<file path="src/shared/cpc_map.vh">
`ifndef CPC_MAP_VH
`define CPC_MAP_VH

// register addresses
`define CPC_ADDR_INFO        8'h3a
`define CPC_ADDR_CFG_A       8'h3c
`define CPC_ADDR_CFG_B       8'h3d

// config_a fields
`define CPC_A_MONITOR_EN     3
`define CPC_A_OUTPUT_EN      11
`define CPC_A_RESET          16'h0000

// config_b fields
`define CPC_B_OCP_DISABLE    1
`define CPC_B_CMP_INVERT     2
`define CPC_B_CMP_DISABLE    3
`define CPC_B_REF_HIGH       4
`define CPC_B_OCP_SHORT      11
`define CPC_B_OUT_SHORT      13
`define CPC_B_RESET          16'h0000

// info fields
`define CPC_I_REF_ON         15
`define CPC_I_MODE_HI        6
`define CPC_I_MODE_LO        5

// clock and times
`define CPC_CLK_MHZ          250
`define CPC_AOV_QUAL_US      10
`define CPC_AOV_REL_US       100
`define CPC_OC_SLOT_US       20
`define CPC_OC_WIN_MS        656
`define CPC_OC_TRIP_COUNT    3'h7
`define CPC_LONG_MS          1300
`define CPC_SHORT_MS         150
`define CPC_OT_DELAY_US      100
`define CPC_AOV_QUAL_CYC     (`CPC_AOV_QUAL_US * `CPC_CLK_MHZ)
`define CPC_AOV_REL_CYC      (`CPC_AOV_REL_US * `CPC_CLK_MHZ)
`define CPC_OC_SLOT_CYC      (`CPC_OC_SLOT_US * `CPC_CLK_MHZ)
`define CPC_OT_DELAY_CYC     (`CPC_OT_DELAY_US * `CPC_CLK_MHZ)
`define CPC_OC_WIN_CYC       (`CPC_OC_WIN_MS * 1000 * `CPC_CLK_MHZ)
`define CPC_LONG_CYC         (`CPC_LONG_MS * 1000 * `CPC_CLK_MHZ)
`define CPC_SHORT_CYC        (`CPC_SHORT_MS * 1000 * `CPC_CLK_MHZ)

`endif

</file>
<file path="src/core/cpc_ctl.v">
// Contract
// - polarity clear: output high when input above reference, else low
// - polarity set: output low when input above reference, else high
// - config_b bit 4 selects the 1.2V or 2V comparator reference
// - battery only: comparator off unless monitor enable; info bit 15 shows reference
// - enable clear, compare-disable clear: pins are comparator, output function off
// - enable clear, compare-disable set: both functions off, pins ignored
// - both functions on; output needs battery above limit; info bits read 11
// - both set: pins become enable input and power-good; output needs all three
// - adapter over limit 10us: open switch, flag low, stop switching, battery gate on
// - adapter below release 100us: switch back on, switching restarts
// - system above ceiling plus margin: flag overvoltage, stop switching
// - system below threshold minus hysteresis: resume switching at once
// - adapter and battery currents each compared against own trip level
// - each 20us slot with a trip adds at most one count
// - seven counts within 656ms: open switch, flag low, stop switching
// - after overcurrent shutdown wait long or short debounce, then restart
// - config_b bit 1 disables overcurrent detection and shutdown
// - over-temperature: regulator off until 100us after dropping below lower release threshold
// - no switching in over-temperature; after release wait 100us, then resume
// - output function switching starts after long or short debounce
`timescale 1ns/100ps
`default_nettype none
`include "cpc_map.vh"

module cpc_ctl #(
	parameter OC_WIN_CYC = `CPC_OC_WIN_CYC,  // overcurrent window
	parameter LONG_CYC   = `CPC_LONG_CYC,    // long debounce
	parameter SHORT_CYC  = `CPC_SHORT_CYC    // short debounce
) (
	input  wire        clk,                  // 250 MHz clock
	input  wire        reset,                // sync reset, high
	input  wire        reg_wr,               // register write strobe
	input  wire        reg_rd,               // register read strobe
	input  wire [7:0]  reg_addr,             // register address
	input  wire [15:0] reg_wdata,            // write data
	output reg  [15:0] reg_rdata,            // read data
	input  wire        shared_enable_or_cmp_in_pin, // comparator above ref, or enable
	output reg         shared_pgood_or_cmp_out_pin, // comparator out or power-good
	input  wire        cmp_above_ref_low,    // analog: input above 1.2V ref
	input  wire        cmp_above_ref_high,   // analog: input above 2V ref
	input  wire        battery_only,         // no adapter attached
	input  wire        battery_above_limit,  // battery above 5.8V
	input  wire        output_rail_good,     // output rail within window
	input  wire        adapter_sense_over,   // adapter above 23.4V
	input  wire        adapter_sense_release,// adapter below 23.04V
	input  wire        system_rail_over,     // system above ceiling + 600mV
	input  wire        system_rail_release,  // system 300mV below threshold
	input  wire        adapter_current_trip, // adapter above 12A
	input  wire        battery_current_trip, // discharge above 16A
	input  wire        temp_over,            // junction above 140C
	input  wire        temp_release,         // junction below 120C
	output reg         adapter_switch_gate,  // adapter switch on
	output reg         battery_gate,         // battery gate forced on
	output reg         adapter_present_flag, // adapter ok, high
	output reg         switching_enable,     // converter may switch
	output reg         output_function_on,   // reverse output running
	output reg         regulator_enable,     // internal regulator on
	output reg         system_ov_flag,       // system overvoltage
	output reg         comparator_enable     // comparator powered
);
	localparam [31:0] AOV_QUAL = `CPC_AOV_QUAL_CYC;
	localparam [31:0] AOV_REL  = `CPC_AOV_REL_CYC;
	localparam [31:0] OC_SLOT  = `CPC_OC_SLOT_CYC;
	localparam [31:0] OT_DLY   = `CPC_OT_DELAY_CYC;
	localparam [31:0] OC_WIN   = OC_WIN_CYC;
	localparam [31:0] LONGC    = LONG_CYC;
	localparam [31:0] SHORTC   = SHORT_CYC;
	localparam [2:0]  OC_TRIP  = `CPC_OC_TRIP_COUNT;

	localparam [1:0] OC_RUN  = 2'd0;
	localparam [1:0] OC_WAIT = 2'd1;

	localparam [1:0] OT_OK   = 2'd0;
	localparam [1:0] OT_HOT  = 2'd1;
	localparam [1:0] OT_WAIT = 2'd2;

	reg [15:0] cfg_a_reg;
	reg [15:0] cfg_b_reg;

	// async analog inputs
	wire [13:0] sy;
	cpc_sync #(.W(14)) u_sync (
		.clk   (clk),
		.reset (reset),
		.d     ({shared_enable_or_cmp_in_pin,
		         cmp_above_ref_low,
		         cmp_above_ref_high,
		         battery_only,
		         battery_above_limit,
		         output_rail_good,
		         adapter_sense_over,
		         adapter_sense_release,
		         system_rail_over,
		         system_rail_release,
		         adapter_current_trip,
		         battery_current_trip,
		         temp_over,
		         temp_release}),
		.q     (sy)
	);
	wire pin_in   = sy[13];
	wire ref_lo   = sy[12];
	wire ref_hi   = sy[11];
	wire bat_only = sy[10];
	wire bat_ok   = sy[9];
	wire rail_ok  = sy[8];
	wire aov      = sy[7];
	wire arel     = sy[6];
	wire sov      = sy[5];
	wire srel     = sy[4];
	wire ia_trip  = sy[3];
	wire ib_trip  = sy[2];
	wire t_over   = sy[1];
	wire t_rel    = sy[0];

	wire out_en_bit  = cfg_a_reg[`CPC_A_OUTPUT_EN];
	wire mon_en_bit  = cfg_a_reg[`CPC_A_MONITOR_EN];
	wire cmp_dis_bit = cfg_b_reg[`CPC_B_CMP_DISABLE];
	wire invert_bit  = cfg_b_reg[`CPC_B_CMP_INVERT];
	wire ref_sel     = cfg_b_reg[`CPC_B_REF_HIGH];
	wire ocp_dis     = cfg_b_reg[`CPC_B_OCP_DISABLE];

	// register writes
	always @(posedge clk) begin
		if (reset) begin
			cfg_a_reg <= `CPC_A_RESET;
			cfg_b_reg <= `CPC_B_RESET;
		end else if (reg_wr) begin
			if (reg_addr == `CPC_ADDR_CFG_A)
				cfg_a_reg <= reg_wdata;
			if (reg_addr == `CPC_ADDR_CFG_B)
				cfg_b_reg <= reg_wdata;
		end
	end

	// comparator path and pin sharing
	wire ref_ready  = !bat_only || mon_en_bit;
	wire cmp_active = !cmp_dis_bit && ref_ready;
	wire cmp_trip   = ref_sel ? ref_hi : ref_lo;
	wire cmp_level  = invert_bit ? !cmp_trip : cmp_trip;
	wire pins_otg   = out_en_bit && cmp_dis_bit;
	wire out_req    = out_en_bit && bat_ok && (!cmp_dis_bit || pin_in);

	// output-function start debounce
	// any drop of the request restarts the whole debounce
	reg [31:0] out_cnt_reg;
	reg        out_run_reg;
	wire [31:0] out_dly = cfg_b_reg[`CPC_B_OUT_SHORT] ? SHORTC : LONGC;
	always @(posedge clk) begin
		if (reset || !out_req) begin
			out_cnt_reg <= 32'h0000_0000;
			out_run_reg <= 1'b0;
		end else if (!out_run_reg) begin
			if (out_cnt_reg >= out_dly - 32'h0000_0001)
				out_run_reg <= 1'b1;
			else
				out_cnt_reg <= out_cnt_reg + 32'h0000_0001;
		end
	end

	// adapter overvoltage: qualify then release
	// one clean sample restarts either count, so glitches never add up
	reg [31:0] aov_cnt_reg;
	reg        aov_reg;
	always @(posedge clk) begin
		if (reset) begin
			aov_cnt_reg <= 32'h0000_0000;
			aov_reg     <= 1'b0;
		end else if (!aov_reg) begin
			if (!aov)
				aov_cnt_reg <= 32'h0000_0000;
			else if (aov_cnt_reg >= AOV_QUAL) begin
				aov_reg     <= 1'b1;
				aov_cnt_reg <= 32'h0000_0000;
			end else
				aov_cnt_reg <= aov_cnt_reg + 32'h0000_0001;
		end else begin
			if (!arel)
				aov_cnt_reg <= 32'h0000_0000;
			else if (aov_cnt_reg >= AOV_REL) begin
				aov_reg     <= 1'b0;
				aov_cnt_reg <= 32'h0000_0000;
			end else
				aov_cnt_reg <= aov_cnt_reg + 32'h0000_0001;
		end
	end

	// system overvoltage, hysteresis only
	reg sov_reg;
	always @(posedge clk) begin
		if (reset)
			sov_reg <= 1'b0;
		else if (sov)
			sov_reg <= 1'b1;
		else if (srel)
			sov_reg <= 1'b0;
	end

	// overcurrent: one count per slot, window, shutdown, debounce
	wire       oc_trip = ia_trip || ib_trip;
	reg [1:0]  oc_state_reg;
	reg [31:0] slot_cnt_reg;
	reg [31:0] win_cnt_reg;
	reg [31:0] oc_wait_reg;
	reg        slot_hit_reg;
	reg [2:0]  oc_cnt_reg;
	wire       slot_end = slot_cnt_reg >= OC_SLOT - 32'h0000_0001;
	wire       win_end  = win_cnt_reg >= OC_WIN - 32'h0000_0001;
	wire [31:0] oc_dly  = cfg_b_reg[`CPC_B_OCP_SHORT] ? SHORTC : LONGC;
	wire [2:0] oc_cnt_inc = oc_cnt_reg + 3'd1;
	always @(posedge clk) begin
		if (reset || ocp_dis) begin
			oc_state_reg <= OC_RUN;
			slot_cnt_reg <= 32'h0000_0000;
			win_cnt_reg  <= 32'h0000_0000;
			oc_wait_reg  <= 32'h0000_0000;
			slot_hit_reg <= 1'b0;
			oc_cnt_reg   <= 3'd0;
		end else begin
			case (oc_state_reg)
				OC_RUN: begin
					slot_cnt_reg <= slot_end ? 32'h0000_0000 : slot_cnt_reg + 32'h0000_0001;
					win_cnt_reg  <= win_end ? 32'h0000_0000 : win_cnt_reg + 32'h0000_0001;
					// a hit on the slot's last edge leaves the mark clear for the next slot
					if (oc_trip && !slot_hit_reg) begin
						slot_hit_reg <= !slot_end;
						if (oc_cnt_inc == OC_TRIP) begin
							oc_state_reg <= OC_WAIT;
							oc_cnt_reg   <= 3'd0;
							oc_wait_reg  <= 32'h0000_0000;
						end else if (win_end)
							oc_cnt_reg <= 3'd0;
						else
							oc_cnt_reg <= oc_cnt_inc;
					end else begin
						if (slot_end)
							slot_hit_reg <= 1'b0;
						if (win_end)
							oc_cnt_reg <= 3'd0;
					end
				end
				OC_WAIT: begin
					slot_cnt_reg <= 32'h0000_0000;
					win_cnt_reg  <= 32'h0000_0000;
					slot_hit_reg <= 1'b0;
					if (oc_wait_reg >= oc_dly - 32'h0000_0001)
						oc_state_reg <= OC_RUN;
					else
						oc_wait_reg <= oc_wait_reg + 32'h0000_0001;
				end
				default: oc_state_reg <= OC_RUN;
			endcase
		end
	end
	wire oc_fault = oc_state_reg == OC_WAIT;

	// over-temperature
	// losing release during the delay returns to the hot state
	reg [1:0]  ot_state_reg;
	reg [31:0] ot_cnt_reg;
	always @(posedge clk) begin
		if (reset) begin
			ot_state_reg <= OT_OK;
			ot_cnt_reg   <= 32'h0000_0000;
		end else begin
			case (ot_state_reg)
				OT_OK:
					if (t_over)
						ot_state_reg <= OT_HOT;
				OT_HOT: begin
					ot_cnt_reg <= 32'h0000_0000;
					if (t_rel)
						ot_state_reg <= OT_WAIT;
				end
				OT_WAIT: begin
					if (!t_rel)
						ot_state_reg <= OT_HOT;
					else if (ot_cnt_reg >= OT_DLY - 32'h0000_0001)
						ot_state_reg <= OT_OK;
					else
						ot_cnt_reg <= ot_cnt_reg + 32'h0000_0001;
				end
				default: ot_state_reg <= OT_OK;
			endcase
		end
	end
	wire ot_fault = ot_state_reg != OT_OK;

	// outputs, all from flops
	// a disabled comparator drives its pin low rather than leaving it stale
	always @(posedge clk) begin
		if (reset) begin
			adapter_switch_gate         <= 1'b0;
			battery_gate                <= 1'b0;
			adapter_present_flag        <= 1'b0;
			switching_enable            <= 1'b0;
			output_function_on          <= 1'b0;
			regulator_enable            <= 1'b0;
			system_ov_flag              <= 1'b0;
			comparator_enable           <= 1'b0;
			shared_pgood_or_cmp_out_pin <= 1'b0;
		end else begin
			adapter_switch_gate  <= !aov_reg && !oc_fault;
			battery_gate         <= aov_reg;
			adapter_present_flag <= !aov_reg && !oc_fault;
			switching_enable     <= !aov_reg && !oc_fault && !sov_reg && !ot_fault;
			output_function_on   <= out_run_reg && !ot_fault;
			regulator_enable     <= !ot_fault;
			system_ov_flag       <= sov_reg;
			comparator_enable    <= cmp_active && !pins_otg;
			if (pins_otg)
				shared_pgood_or_cmp_out_pin <= out_run_reg && rail_ok;
			else if (cmp_active)
				shared_pgood_or_cmp_out_pin <= cmp_level;
			else
				shared_pgood_or_cmp_out_pin <= 1'b0;
		end
	end

	// register reads
	always @(posedge clk) begin
		if (reset)
			reg_rdata <= 16'h0000;
		else if (reg_rd) begin
			case (reg_addr)
				`CPC_ADDR_CFG_A: reg_rdata <= cfg_a_reg;
				`CPC_ADDR_CFG_B: reg_rdata <= cfg_b_reg;
				`CPC_ADDR_INFO: begin
					reg_rdata <= 16'h0000;
					reg_rdata[`CPC_I_REF_ON]  <= ref_ready;
					reg_rdata[`CPC_I_MODE_HI] <= out_run_reg;
					reg_rdata[`CPC_I_MODE_LO] <= out_run_reg;
				end
				default: reg_rdata <= 16'h0000;
			endcase
		end
	end
endmodule

`default_nettype wire

</file>
<file path="src/core/cpc_sync.v">
`timescale 1ns/100ps
`default_nettype none

// three-stage pin synchroniser; level moves once stages two and three agree
module cpc_sync #(
	parameter W = 1
) (
	input  wire         clk,    // clock
	input  wire         reset,  // sync reset
	input  wire [W-1:0] d,      // async pins
	output reg  [W-1:0] q       // filtered level
);
	reg [W-1:0] s1_reg;
	reg [W-1:0] s2_reg;
	reg [W-1:0] s3_reg;
	integer i;

	always @(posedge clk) begin
		if (reset) begin
			s1_reg <= {W{1'b0}};
			s2_reg <= {W{1'b0}};
			s3_reg <= {W{1'b0}};
			q      <= {W{1'b0}};
		end else begin
			s1_reg <= d;
			s2_reg <= s1_reg;
			s3_reg <= s2_reg;
			for (i = 0; i < W; i = i + 1) begin
				if (s2_reg[i] == s3_reg[i])
					q[i] <= s3_reg[i];
			end
		end
	end
endmodule

`default_nettype wire

</file>
<file path="config.mk">
export PLATFORM = sky130hd
export DESIGN_NAME = cpc_ctl
export DESIGN_NICKNAME = d
export VERILOG_FILES = /design/src/core/cpc_ctl.v /design/src/core/cpc_sync.v
export VERILOG_INCLUDE_DIRS = /design/src /design/src/shared
export SDC_FILE = /design/constraint.sdc
export NUM_CORES = 1
export LEC_CHECK = 0
export ABC_AREA = 1
export BUFFER_PORTS_ARGS = -buffer_cell sky130_fd_sc_hd__buf_2
export CORE_AREA = 2 2 155 157
export DETAILED_ROUTE_END_ITERATION = 7
export DIE_AREA = 0 0 157 159
export PLACE_DENSITY = 0.79
export SLEW_MARGIN = 5
export SYNTH_ARGS = -nofsm -noshare
export SYNTH_HDL_FRONTEND = slang
export SYNTH_SLANG_ARGS = --single-unit
</file>
<file path="constraint.sdc">
create_clock -name clk -period 2.6 [get_ports clk]
set_clock_uncertainty 0.05 [all_clocks]
set_input_delay 0.52 -clock clk [delete_from_list [all_inputs] [get_ports clk]]
set_output_delay 0.52 -clock clk [all_outputs]
set_load 0.01 [all_outputs]
</file>
==> flow_summary.toml <==
[clock_tree]
cts.sinks = 314
cts_tree = "yes"
hold_buffers = 0
cts.clk_slew.worst_paths_ns = 0.06
htree_levels = 2
clock_latency_ns = 0.52
cts.root.buffer_cell = "clkbuf_16"
numCtsBuffers = 34
clockBufferDepth = 3

[worst_setup_path]
cp_max_fo = 18
rr_worst_depth = 14
crit_required_ns = 2.99
end_kind = "register"
setup.worst_path.start_class = "register"
critical_path_class = "reg2reg"
timing.critical_path.to = "oc_wait_reg[26]"
r2r_start = "cfg_b_reg[11]"
r2r_end = "oc_wait_reg[26]"
crit_start = "cfg_b_reg[11]"
reg2reg_setup_slack_ns = 0.39
arrival_ns = 2.61

[sta]
finalCriticalPeriod_ns = 2.21
finalHoldViolations = 0
tightest_slew_ns = 0.625
fin_crit_sh = 0.851
maxSlewHeadroom = 0.582
finalSetupViolCount = 0
maxSlewViolCount = 0
fmax_mhz = 452
fin_ws_ns = 0.386
rsz0062_at_grt = "false"
finalSetupTns_ns = 0

[global_route]
antenna_found_initial = 2
grt_pass1_wl_um = 56200
gr-usage-all-layers = 0.270
grt_pass1_vias = 12300
overflow = 0
grt_max_degree = 102

[yosys]
yosysTopAreaCell = "dfxtp_1"
avgSynthCellArea_um2 = 7.12
yosysMostFrequentCell = "nand2_1"
ys_seq_area_frac = 0.446
synth_cell_types = 40
synth_ff_type = "dfxtp_1"
synth_area_leaders = "dfxtp_1 (45%), nand2_1 (11%), nor2_1 (9.0%), a21oi_1 (5.8%), inv_1 (5.7%)"
synth-seq-cells = 314
synth_edf_count = 0
synthesis.area_um2 = 14100
synth_commonest_cells = "nand2_1 (430), nor2_1 (338), dfxtp_1 (314)"
netlist_instances = 1978
async_flop_share = 0
yosysWarnings = 0
netlist.area_leader.share = 0.446

[layout]
multiInputGateArea_um2 = 6850
seqCellArea_um2 = 6290
num-fill-cells = 1998
nets = 2155
area_growth_pct = 14.1
drive_above_1_share = 0.0817

[place]
pre_cts_ws_ns = 0.234
gp_routability_congestion = 0.970
dp_hpwl_um = 23300
portBuffers = 66

[floorplan]
start_util = 0.608
die_h_um = 159
rows = 56
core_area_um2 = 23200
ioPinCount = 67
die_area_um2 = 25000
fp.dieW_um = 157

[worst_hold_path]
holdCritPathClass = "in2reg"

[route]
dr.pass1.iters = 5
drc = 0
vias_per_cell = 5.25
wl_per_cell_um = 13.8
antenna_left = 0
wirelength_um = 33500
vias = 12700
first_iter_violations = 795

[power]
irDropWorstVdd_mv = 0.526
p_per_area_nw_per_um2 = 638
p_leak_uw = 0.00612
power_uw = 10300

[outcome]
status = "completed"

[run]
cap_violations = 0
[worst min path at each step]
stage,start,endpoint,cells past startpoint
after floorplan,u_sync.s1_reg[0],u_sync.s2_reg[0],2
after global placement,u_sync.s1_reg[4],u_sync.s2_reg[4],2
after detailed placement,u_sync.s1_reg[7],u_sync.s2_reg[7],2
after CTS,system_rail_release,u_sync.s1_reg[4],3
after global routing,system_rail_release,u_sync.s1_reg[4],3
final,system_rail_release,u_sync.s1_reg[4],3
[kinds of logic after synthesis]
family | count (synthesis) | share of synthesized area
xor+xnor | 63 | 0.0392
simple gates | 1046 | 0.315
compound gates | 241 | 0.0897
other cells | 1 | 0.000266
flops | 314 | 0.446
buf+inv | 278 | 0.0782
fa+ha+maj | 35 | 0.0311
[worst max-delay path: stages (launching register included)]
cell and delay (ns):
dfxtp_2 0.46, inv_1 0.18, ha_1 0.33, nand2_1 0.06, inv_1 0.05, nand2_1 0.06
nand2_1 0.05, a21oi_1 0.12, nand2_1 0.08, nand2_1 0.10, nand2_2 0.07, nand2_1 0.09
buf_4 0.24, nand2_1 0.09, a21oi_1 0.13
[cell usage in the layout, fill, tap and decap left out, drive strengths merged]
cell / instances
a211o: 1
a211oi: 8
a21o: 2
a21oi: 164
a31oi: 1
and2: 1
and3: 1
buf: 88
bufinv: 5
clkbuf: 45
clkinv: 9
clkinvlp: 2
conb: 40
dfxtp: 314
diode: 1
ha: 35
inv: 216
nand2: 434
nand3: 152
nand3b: 9
nand4: 17
nor2: 345
nor3: 54
nor3b: 18
nor4: 8
o211ai: 3
o21a: 1
o21ai: 47
o22ai: 14
or2: 7
xnor2: 13
xor2: 50
[metal layers]
| metal | vias up | track usage | share of wire |
|---|---|---|---|
| met4 | 0 | 0.115 | 0.043 |
| met3 | 91 | 0.0416 | 0.043 |
| met5 | - | 0 | 0 |
| met2 | 297 | 0.462 | 0.48 |
| li1 | 6482 | - | - |
| met1 | 5855 | 0.336 | 0.44 |
[stage by stage]
step | hold slack [ns] | cell area (um^2) | util | instances
6_report | 0.155 | 16100 | 0.693 | 2424
5_1_grt | 0.154 | 16100 | 0.693 | 2424
4_1_cts | 0.140 | 16100 | 0.693 | 2423
3_5_place_dp | 0.346 | 14900 | 0.641 | 2361
3_3_place_gp | 0.339 | 14900 | 0.641 | 2361
2_1_floorplan | 0.338 | 14200 | - | 2017
[power by group]
part / switching, uW / total [uW] / internal, uW
registers: 24.1 / 4900 / 4880
clock network: 1970 / 5120 / 3150
logic: 161 / 229 / 67.9
total: 2160 / 10300 / 8100
[repair_timing]
| action | 4_1_cts | 5_1_grt |
|---|---|---|
| setup buffers | 0 | 0 |
| resized for setup | 0 | 1 |
| setup endpoints to repair | 0 | 11 |
[cell type report]
class                   instances  share of cell area
well taps                     319              0.0248
flip-flops and latches        314               0.391
multi-input cells            1425               0.426
clock buffers                  45              0.0605
diodes                          1            0.000156
inverters                     215              0.0502
clock inverters                17              0.0148
repair buffers                 88              0.0325
Power figures use the tool's default switching activity.
